## src/design/icc_pkg.sv

```systemverilog
// Package for the interrupt control configuration block.
// Assumes an AHB-Lite slave port with 32-bit data on one clock.
//----------------------------------------------------------------------
// Functional notes
// Shadow-select bit 16 chooses shadow register set for single vector.
// Bit 12 set gives multi-vectored mode, clear gives single-vectored.
// Threshold 010..111 lets priorities at or below it start timer.
// Threshold 001 lets only group priority 1 start the timer.
// Threshold 000 keeps the proximity timer disabled entirely.
// One edge-polarity bit per external input, inputs 0..4 at bits 0..4.
// Polarity 1 detects rising edges, polarity 0 detects falling edges.
// Bits 31-17, 15-13, 11 and 7-5 read back as zero.
// Inputs are synchronised; one request pulse per detected edge.
//----------------------------------------------------------------------
package icc_pkg;

  // Register map
  localparam logic [31:0] ICC_CTRL_OFFSET    = 32'h0000_0000;
  localparam logic [31:0] ICC_STATUS_OFFSET  = 32'h0000_0004;
  localparam logic [31:0] ICC_CTRL_RESET     = 32'h0000_0000;
  localparam logic [31:0] ICC_CTRL_WMASK     = 32'h0001_171f;

  // Field positions in the control register
  localparam int ICC_SHADOW_BIT    = 16;
  localparam int ICC_MULTI_VEC_BIT = 12;
  localparam int ICC_PROX_LSB      = 8;
  localparam int ICC_PROX_W        = 3;
  localparam int ICC_EP_LSB        = 0;
  localparam int ICC_NUM_EXT       = 5;

  // Proximity threshold encodings
  localparam logic [2:0] ICC_PROX_OFF = 3'h0;
  localparam logic [2:0] ICC_PROX_ONE = 3'h1;

  // AHB-Lite encodings
  localparam logic [1:0] ICC_HTRANS_NONSEQ = 2'h2;
  localparam logic [1:0] ICC_HTRANS_SEQ    = 2'h3;
  localparam logic [2:0] ICC_HSIZE_WORD    = 3'h2;
  localparam logic       ICC_HRESP_OKAY    = 1'b0;

  // Decoded configuration carried to the core side
  typedef struct packed {
    logic                   shadow_sel;
    logic                   multi_vec;
    logic [ICC_PROX_W-1:0]  prox_thresh;
    logic [ICC_NUM_EXT-1:0] edge_pol;
  } icc_cfg_t;

  // Register access captured at the address phase
  typedef struct packed {
    logic        valid;
    logic        write;
    logic [31:0] addr;
  } icc_acc_t;

endpackage

```

## src/design/icc_ext_edge.sv

```systemverilog
// Edge detector for the external interrupt inputs.
// Assumes asynchronous pins; each passes two flip-flops before use.
`timescale 1ns/1ps
`default_nettype none
module icc_ext_edge
  import icc_pkg::*;
#(
  parameter int N = ICC_NUM_EXT
) (
  input  wire logic         hclk,
  input  wire logic         hresetn,
  input  wire logic [N-1:0] pin_in,
  input  wire logic [N-1:0] polarity,
  output logic [N-1:0]      level,
  output logic [N-1:0]      req_pulse
);

  logic [N-1:0] meta_r;
  logic [N-1:0] sync_r;
  logic [N-1:0] prev_r;

  // Two-stage synchroniser, then one stage of history
  always_ff @(posedge hclk or negedge hresetn) begin
    if (!hresetn) begin
      meta_r <= '0;
      sync_r <= '0;
      prev_r <= '0;
    end else begin
      meta_r <= pin_in;
      sync_r <= meta_r;
      prev_r <= sync_r;
    end
  end

  assign level = sync_r;

  // Per-input edge choice, registered in one process below
  wire logic [N-1:0] hit;

  genvar g;
  generate
    for (g = 0; g < N; g++) begin : g_edge
      logic rise;
      logic fall;
      assign rise   = sync_r[g] & ~prev_r[g];
      assign fall   = ~sync_r[g] & prev_r[g];
      assign hit[g] = polarity[g] ? rise : fall;

      AST_EDGE_ONE: assert property (
        @(posedge hclk) disable iff (!hresetn)
        req_pulse[g] |=> !req_pulse[g])
        else $error("request pulse lasted more than one cycle");
      AST_EDGE_POL: assert property (
        @(posedge hclk) disable iff (!hresetn)
        (sync_r[g] && !prev_r[g] && polarity[g]) |=> req_pulse[g])
        else $error("rising edge with rising polarity not reported");
      AST_EDGE_FALL: assert property (
        @(posedge hclk) disable iff (!hresetn)
        (!sync_r[g] && prev_r[g] && !polarity[g]) |=> req_pulse[g])
        else $error("falling edge with falling polarity not reported");
    end
  endgenerate

  // One request pulse per selected edge
  always_ff @(posedge hclk or negedge hresetn) begin
    if (!hresetn) begin
      req_pulse <= '0;
    end else begin
      req_pulse <= hit;
    end
  end

endmodule
`default_nettype wire

```

## src/design/icc_prox_gate.sv

```systemverilog
// Proximity timer start qualifier.
// Assumes priority and threshold stable in the cycle of the request.
`timescale 1ns/1ps
`default_nettype none
module icc_prox_gate
  import icc_pkg::*;
(
  input  wire logic [ICC_PROX_W-1:0] thresh,
  input  wire logic                  irq_valid,
  input  wire logic [ICC_PROX_W-1:0] irq_prio,
  output logic                       start
);

  // Threshold decode
  function automatic logic prio_starts(input logic [ICC_PROX_W-1:0] th,
                                       input logic [ICC_PROX_W-1:0] pr);
    case (th)
      ICC_PROX_OFF: prio_starts = 1'b0;
      ICC_PROX_ONE: prio_starts = (pr == ICC_PROX_ONE);
      default:      prio_starts = (pr <= th);
    endcase
  endfunction

  assign start = irq_valid & prio_starts(thresh, irq_prio);

endmodule
`default_nettype wire

```

## src/design/icc_top.sv

```systemverilog
// Interrupt control configuration: AHB-Lite register slave plus outputs.
// Assumes a single AHB-Lite master; hreadyout is the bus hready.
`timescale 1ns/1ps
`default_nettype none
module icc_top
  import icc_pkg::*;
#(
  parameter int N = ICC_NUM_EXT
) (
  input  wire logic                  hclk,
  input  wire logic                  hresetn,
  input  wire logic                  hsel,
  input  wire logic [31:0]           haddr,
  input  wire logic [1:0]            htrans,
  input  wire logic                  hwrite,
  input  wire logic [2:0]            hsize,
  input  wire logic [31:0]           hwdata,
  input  wire logic                  hready,
  output logic [31:0]                hrdata,
  output logic                       hreadyout,
  output logic                       hresp,
  input  wire logic [N-1:0]          ext_irq_pin,
  output logic [N-1:0]               ext_irq_req,
  input  wire logic                  irq_valid,
  input  wire logic [ICC_PROX_W-1:0] irq_prio,
  output logic                       prox_timer_start,
  output logic                       multi_vector_enable,
  output logic                       single_vector_shadow_select
);

  //--------------------------------------------------------------------
  // Register state
  //--------------------------------------------------------------------
  logic [31:0]  interrupt_control_r;
  icc_acc_t     acc_r;
  logic [N-1:0] pin_level;
  logic [N-1:0] edge_pulse;
  icc_cfg_t     cfg;

  // Decoded fields, one driver for the whole struct
  assign cfg = '{shadow_sel:  interrupt_control_r[ICC_SHADOW_BIT],
                 multi_vec:   interrupt_control_r[ICC_MULTI_VEC_BIT],
                 prox_thresh: interrupt_control_r[ICC_PROX_LSB +: ICC_PROX_W],
                 edge_pol:    interrupt_control_r[ICC_EP_LSB +: N]};

  //--------------------------------------------------------------------
  // AHB-Lite slave
  //--------------------------------------------------------------------
  // Zero wait states, always OKAY
  assign hreadyout = 1'b1;
  assign hresp     = ICC_HRESP_OKAY;

  function automatic logic is_xfer(input logic [1:0] t);
    is_xfer = (t == ICC_HTRANS_NONSEQ) || (t == ICC_HTRANS_SEQ);
  endfunction

  // Address phase capture
  always_ff @(posedge hclk or negedge hresetn) begin
    if (!hresetn) begin
      acc_r <= '0;
    end else if (hready) begin
      acc_r.valid <= hsel & is_xfer(htrans);
      acc_r.write <= hwrite;
      acc_r.addr  <= haddr;
    end
  end

  // Control register write, reserved bits held at zero
  always_ff @(posedge hclk or negedge hresetn) begin
    if (!hresetn) begin
      interrupt_control_r <= ICC_CTRL_RESET;
    end else if (acc_r.valid && acc_r.write &&
                 acc_r.addr == ICC_CTRL_OFFSET) begin
      interrupt_control_r <= hwdata & ICC_CTRL_WMASK;
    end
  end

  // Read data registered at the address phase
  always_ff @(posedge hclk or negedge hresetn) begin
    if (!hresetn) begin
      hrdata <= '0;
    end else if (hready && hsel && is_xfer(htrans) && !hwrite) begin
      case (haddr)
        ICC_CTRL_OFFSET:   hrdata <= interrupt_control_r & ICC_CTRL_WMASK;
        ICC_STATUS_OFFSET: hrdata <= {{(32-N){1'b0}}, pin_level};
        default:           hrdata <= '0;
      endcase
    end
  end

  AST_RSVD_ZERO: assert property (
    @(posedge hclk) disable iff (!hresetn)
    (interrupt_control_r & ~ICC_CTRL_WMASK) == '0)
    else $error("reserved control bits not zero");
  AST_WRITE_TAKES: assert property (
    @(posedge hclk) disable iff (!hresetn)
    (acc_r.valid && acc_r.write && acc_r.addr == ICC_CTRL_OFFSET)
    |=> interrupt_control_r == ($past(hwdata) & ICC_CTRL_WMASK))
    else $error("control write not stored");

  //--------------------------------------------------------------------
  // Configuration outputs
  //--------------------------------------------------------------------
  assign multi_vector_enable         = cfg.multi_vec;
  assign single_vector_shadow_select = cfg.shadow_sel;

  // Outputs follow the bit that the last control write carried
  AST_MULTI_VEC: assert property (
    @(posedge hclk) disable iff (!hresetn)
    (acc_r.valid && acc_r.write && acc_r.addr == ICC_CTRL_OFFSET)
    |=> multi_vector_enable == $past(hwdata[ICC_MULTI_VEC_BIT]))
    else $error("vector mode output does not follow written bit");
  AST_SHADOW: assert property (
    @(posedge hclk) disable iff (!hresetn)
    (acc_r.valid && acc_r.write && acc_r.addr == ICC_CTRL_OFFSET)
    |=> single_vector_shadow_select == $past(hwdata[ICC_SHADOW_BIT]))
    else $error("shadow select output does not follow written bit");

  //--------------------------------------------------------------------
  // External inputs and proximity qualifier
  //--------------------------------------------------------------------
  icc_ext_edge #(
    .N (N)
  ) u_edge (
    .hclk      (hclk),
    .hresetn   (hresetn),
    .pin_in    (ext_irq_pin),
    .polarity  (cfg.edge_pol),
    .level     (pin_level),
    .req_pulse (edge_pulse)
  );

  assign ext_irq_req = edge_pulse;

  icc_prox_gate u_prox (
    .thresh    (cfg.prox_thresh),
    .irq_valid (irq_valid),
    .irq_prio  (irq_prio),
    .start     (prox_timer_start)
  );

  AST_PROX_OFF: assert property (
    @(posedge hclk) disable iff (!hresetn)
    (cfg.prox_thresh == ICC_PROX_OFF) |-> !prox_timer_start)
    else $error("proximity timer started while disabled");
  AST_PROX_ONE: assert property (
    @(posedge hclk) disable iff (!hresetn)
    (cfg.prox_thresh == ICC_PROX_ONE && irq_valid)
    |-> (prox_timer_start == (irq_prio == ICC_PROX_ONE)))
    else $error("threshold one qualified wrong priority");
  AST_PROX_LE: assert property (
    @(posedge hclk) disable iff (!hresetn)
    (cfg.prox_thresh > ICC_PROX_ONE && irq_valid)
    |-> (prox_timer_start == (irq_prio <= cfg.prox_thresh)))
    else $error("threshold compare wrong");
  AST_EP_MAP: assert property (
    @(posedge hclk) disable iff (!hresetn)
    (acc_r.valid && acc_r.write && acc_r.addr == ICC_CTRL_OFFSET)
    |=> cfg.edge_pol == $past(hwdata[ICC_EP_LSB +: N]))
    else $error("edge polarity mapping wrong");

endmodule
`default_nettype wire

```

## config.mk

```make
export PLATFORM = sky130hd
export DESIGN_NAME = icc_top
export DESIGN_NICKNAME = d
export VERILOG_FILES = /design/src/design/icc_pkg.sv /design/src/design/icc_ext_edge.sv /design/src/design/icc_prox_gate.sv /design/src/design/icc_top.sv
export SDC_FILE = /design/constraint.sdc
export NUM_CORES = 1
export LEC_CHECK = 0
export BUFFER_PORTS_ARGS = -buffer_cell sky130_fd_sc_hd__buf_4
export CORE_MARGIN = 2
export CORE_UTILIZATION = 52
export CTS_CLUSTER_DIAMETER = 200
export DETAILED_ROUTE_END_ITERATION = 16
export GPL_ROUTABILITY_DRIVEN = 0
export PLACE_DENSITY = 0.88
export SYNTH_ARGS = -nofsm -noshare
export SYNTH_HDL_FRONTEND = slang
export SYNTH_SLANG_ARGS = --single-unit
```

## constraint.sdc

```tcl
create_clock -name hclk -period 3 [get_ports hclk]
set_input_delay 0.45 -clock hclk [delete_from_list [all_inputs] [get_ports hclk]]
set_output_delay 0.45 -clock hclk [all_outputs]
set_load 0.01 [all_outputs]
```

* Yosys cells after proc, flatten, opt, wreduce, memory -nomap -nowiden
Cells that the tools add are included.
W data, S select, Z words.
** Storage, ports and cells
- Bits in registers :: 96
- Bits of input ports :: 83
- Logic and storage cells :: 54
** Operators by class
- Order comparisons :: 1
- Eq/ne operators :: 5
- Multiplexer cells :: 7
- Bitwise logic cells :: 22
- Reductions and logical operators :: 10
** Operators with widths (number)
- $logic_not A32 Y1 :: 2
- $pmux W17 S2 :: 1
- $eq A32 B3 Y1 const B :: 1
- $and A1 B1 Y1 :: 12
- $not A1 Y1 :: 10
- $eq A3 B1 Y1 const B :: 2
- $logic_and A1 B1 Y1 :: 5
- $mux W1 :: 5
- $eq A2 B2 Y1 const B :: 2
- $le A3 B3 Y1 :: 1
- $logic_not A3 Y1 :: 1
- $pmux W1 S2 :: 1
- $logic_not A1 Y1 :: 1
- $logic_or A1 B1 Y1 :: 1

* Longest topological paths before layout
- Depth in word-level cells :: 4
- Gate-level depth with buffers :: 7

* Modules after synthesis
From an unflattened synthesis, not the netlist that was laid out.
** Second synthesis, totals
- Cell total of the unflattened synthesis :: 241
- Area, all modules :: 3119.2 µm²
** Modules (own cells, without submodules)
- icc_top :: times used 1, cells an instance 191, area an instance 2416.1 µm², sequential area each 1351.3 µm²
- icc_ext_edge :: times used 1, cells an instance 35, area an instance 609.3 µm², sequential area each 500.5 µm²
- icc_prox_gate :: times used 1, cells an instance 15, area an instance 93.8 µm², sequential area each 0.0 µm²

* Worst setup path before layout
Ideal clock, no wire load.
- Path kind :: input-to-output
- Start :: input irq_prio[1]
- End :: output prox_timer_start
- Data arrival time :: 1413 ps
- Slack :: 1137 ps
- Stages :: 6
- Cells stage by stage :: ha_1 -> nor2b_1 -> o21a_1 -> o21ai_1 -> o21ai_0 -> a21boi_1
** On the way
- Word-level cells in the longest chain between the ends :: 3
- Elaborated cells between the ends (all ways) :: 4
- Classes of those cells :: order compare: 1; eq/ne: 1; mux: 1; bitwise: 1
** Ends and longest elaborated chain
- start: declaration :: line icc_top.sv:25 : input wire logic [ICC_PROX_W-1:0] irq_prio,
- $le A3 B3 Y1 or $eq A3 B1 Y1 (tied branches) :: line icc_prox_gate.sv:20, icc_prox_gate.sv:19
- $pmux W1 S2 * :: line icc_prox_gate.sv:17 : case (th)
- $and A1 B1 Y1 * :: line icc_prox_gate.sv:24 : assign start = irq_valid & prio_starts(thresh, irq_prio);
- end: declaration :: line icc_top.sv:26 : output logic prox_timer_start,
Mark *: on every way between the ends. The rest lies on a longest branch, timed or not.

* Final worst setup path
- Start :: register interrupt_control_r[9]
- End :: output prox_timer_start
** On the way
- Word-level cells in the longest chain between the ends :: 3
- Elaborated cells between the ends (all ways) :: 5
- Classes of those cells :: order compare: 1; eq/ne: 1; mux: 1; bitwise: 1; reduce/logical: 1
** Ends and longest elaborated chain
- start: declaration :: line icc_top.sv:34 : logic [31:0] interrupt_control_r;
- start signal: assignment :: line icc_top.sv:74 : interrupt_control_r <= hwdata & ICC_CTRL_WMASK;
- $le A3 B3 Y1 (tied with other cells) :: line icc_prox_gate.sv:20 : default: prio_starts = (pr <= th);
- $pmux W1 S2 * :: line icc_prox_gate.sv:17
- $and A1 B1 Y1 * :: line icc_prox_gate.sv:24
Marked as above.

==> impl_metrics.ini <==
[worst_hold_path]
hold_class = primary input to flip-flop
hold-path-endpoint = u_edge.meta_r[3]$_DFF_PN0_
hp-start = ext_irq_pin[3]
whs_path_depth = 1

[finish]
final_util_pct = 65.2
layout-drive-gt1-share_pct = 38.0
syn_to_final_growth_pct = 22.6
diodes = 0
final_nets = 405
fillers = 456

[global_route]
grt_pass1_wl_um = 9180
grt_overflow = 0
grt.total_usage_pct = 18.5
grt_pass1_vias = 2001
antenna_found_initial = 0
grt_start_max_net_pins = 75

[clock_tree]
cts_hold_buf = 0
htree_num_levels = 3
clock_sinks = 74
root_buffer = clkbuf_8
clockBufferDepth = 2
postCtsResizedCells = 0
cts_tree = built
cts_inserted_buffers = 9
worstSkewPairLatency_ns = 0.35
clkSlewWorstSetupHoldPaths_ns = 0.10
cts_setup_buffers = 0

[timing]
final_max_slew_viol_count = 0
worstMarginPinSlew_ns = 0.901
skew_ns = 0.0172
rsz0062_at_grt = no
setup_slack_ns = 0.666
clock.fmax_ghz = 0.429
tns_ns = 0
hold_viol = 0
setup_viol = 0
finalCriticalPeriod_ns = 2.33
period_share_pct = 77.8
slew_headroom_pct = 40.0

[synth]
synth_edf_count = 0
synth.most_common_cell = dfrtp_1
yosysUniqueCellTypes = 31
seq_area_frac_synth_pct = 59.1
synthArstFlopShare_pct = 100
synth_top_area_cell = dfrtp_1
synth_ff_type = dfrtp_1
yosys_register_bits = 74
synthDominantCellAreaShare_pct = 59.1
netlist_area_um2 = 3130
synthTopCellsByCount = 74 x dfrtp_1, 26 x nand2_1, 25 x buf_4, 25 x mux2_2, 18 x mux2_1
synth_area_leaders = dfrtp_1 59%, mux2_2 9.0%, mux2_1 6.5%, buf_4 6.0%, nand2_1 3.1%
synth_warnings = 0
synth_cells = 242
avgSynthCellArea_um2 = 12.9

[floorplanning]
fp.dieW_um = 81.6
start_util_pct = 53.2
die_area_um2 = 6660
rows = 28
die_h_um = 81.6
io_pins = 125
core_um2 = 5890

[power_and_ir_drop]
power_density_nw_per_um2 = 517
peakVddDrop_uv = 321
p_leak_nw = 1.83

[critical_path]
cp_max_fo = 3
r2r-end = interrupt_control_r[9]$_DFFE_PN0P_
cp_data_required_time_ns = 2.55
worstPathArrival_ns = 1.88
end_kind = output pin
reg2regPathDepth = 4
r2r_setup_slack_ns = 1.06
path_class = flip-flop to output pin
start_kind = flip-flop
r2r_start = acc_r[22]$_DFFE_PN0P_

[placement]
place_ws_ns = 0.803
port_buffers = 74
hpwlAfterDp_um = 4240

[detailed_routing]
drc = 0
drtIter0Drc = 82
route.vias.total = 2041
drt_pass1_iterations = 4
antenna_left = 0
wl_per_cell_um = 14.4
routed_wl_um = 5740
via_per_inst = 5.12

[flow_run]
drv_cap = 0

[outcome]
status = finished clean
-- where the power goes --
part	total [mW]	switching [mW]	internal, mW
clock network	0.713	0.400	0.313
registers	1.09	0.0313	1.06
logic	0.186	0.0865	0.0997
total	1.99	0.518	1.47
-- state kept, by name, summed over array words and instances (netlist names) --
name / flops
u_edge.prev_r: 5
hrdata: 10
interrupt_control_r: 10
acc_r: 34
u_edge.meta_r: 5
u_edge.req_pulse: 5
u_edge.level: 5
-- cells by family after synthesis --
family,share of synthesized area (%)
flops,59.1
simple gates,11.1
mux,17.1
buf+inv,7.07
compound gates,4.23
fa+ha+maj,1.20
other cells,0.240
-- cells in the final DEF, fill, tap and decap left out, types with 5 or more instances in the layout --
cell type,count
nand2_1,26
o31ai_1,5
mux2_2,25
nor4_1,12
nor2_1,6
mux2i_1,5
dfrtp_1,74
o21ai_0,7
conb_1,24
clkbuf_8,9
buf_4,74
mux2_1,18
-- critical path, cell delays in order, from the launching register on --
cell and delay, ns:
dfrtp_1 0.40, inv_1 0.11, ha_1 0.25, nor2b_1 0.13, o21a_1 0.16, o21ai_1 0.10, o21ai_0 0.11, a21boi_1 0.16
buf_4 0.14
-- layout make-up --
| cell class | instances | area, µm² | share of cell area (%) |
|---|---|---|---|
| clock buffer | 9 | 124 | 3.23 |
| clock inverter | 7 | 57.6 | 1.50 |
| inverter | 4 | 15.0 | 0.391 |
| multi-input combinational | 156 | 1140 | 29.7 |
| sequential | 74 | 1850 | 48.2 |
| tap | 75 | 93.8 | 2.44 |
| timing repair buffer | 74 | 556 | 14.5 |
-- worst max-delay path by stage --
stage / start / endpoint / slack [ns] / cells after the start
floorplan: irq_prio[1] / prox_timer_start / 1.14 / 6
global route: interrupt_control_r[9]$_DFFE_PN0P_ / prox_timer_start / 0.60 / 8
finish: interrupt_control_r[9]$_DFFE_PN0P_ / prox_timer_start / 0.67 / 8
CTS: interrupt_control_r[9]$_DFFE_PN0P_ / prox_timer_start / 0.65 / 8
detailed placement: haddr[27] / hrdata[10]$_DFFE_PN0P_ / 0.80 / 6
global placement: haddr[27] / hrdata[9]$_DFFE_PN0P_ / 0.87 / 6
-- routing by layer --
layer | up-vias | global-route usage (%) | share of wire (%)
li1 | 963 | - | -
met1 | 1000 | 23.4 | 42
met2 | 72 | 31.0 | 50
met3 | 6 | 4.29 | 6.1
met4 | 0 | 7.50 | 1.0
met5 | - | 0 | 0
-- per-stage QoR --
step / hold WS [ns] / power [mW] / std cells / instance area (µm²)
2_1_floorplan: 0.154 / 1.21 / 264 / 3220
3_3_place_gp: 0.333 / 1.29 / 383 / 3660
3_5_place_dp: 0.346 / 1.30 / 383 / 3660
4_1_cts: 0.189 / 2.01 / 399 / 3840
5_1_grt: 0.190 / 2.08 / 399 / 3840
6_report: 0.200 / 1.99 / 399 / 3840
Note: power is estimated with default switching activity, not from simulation.
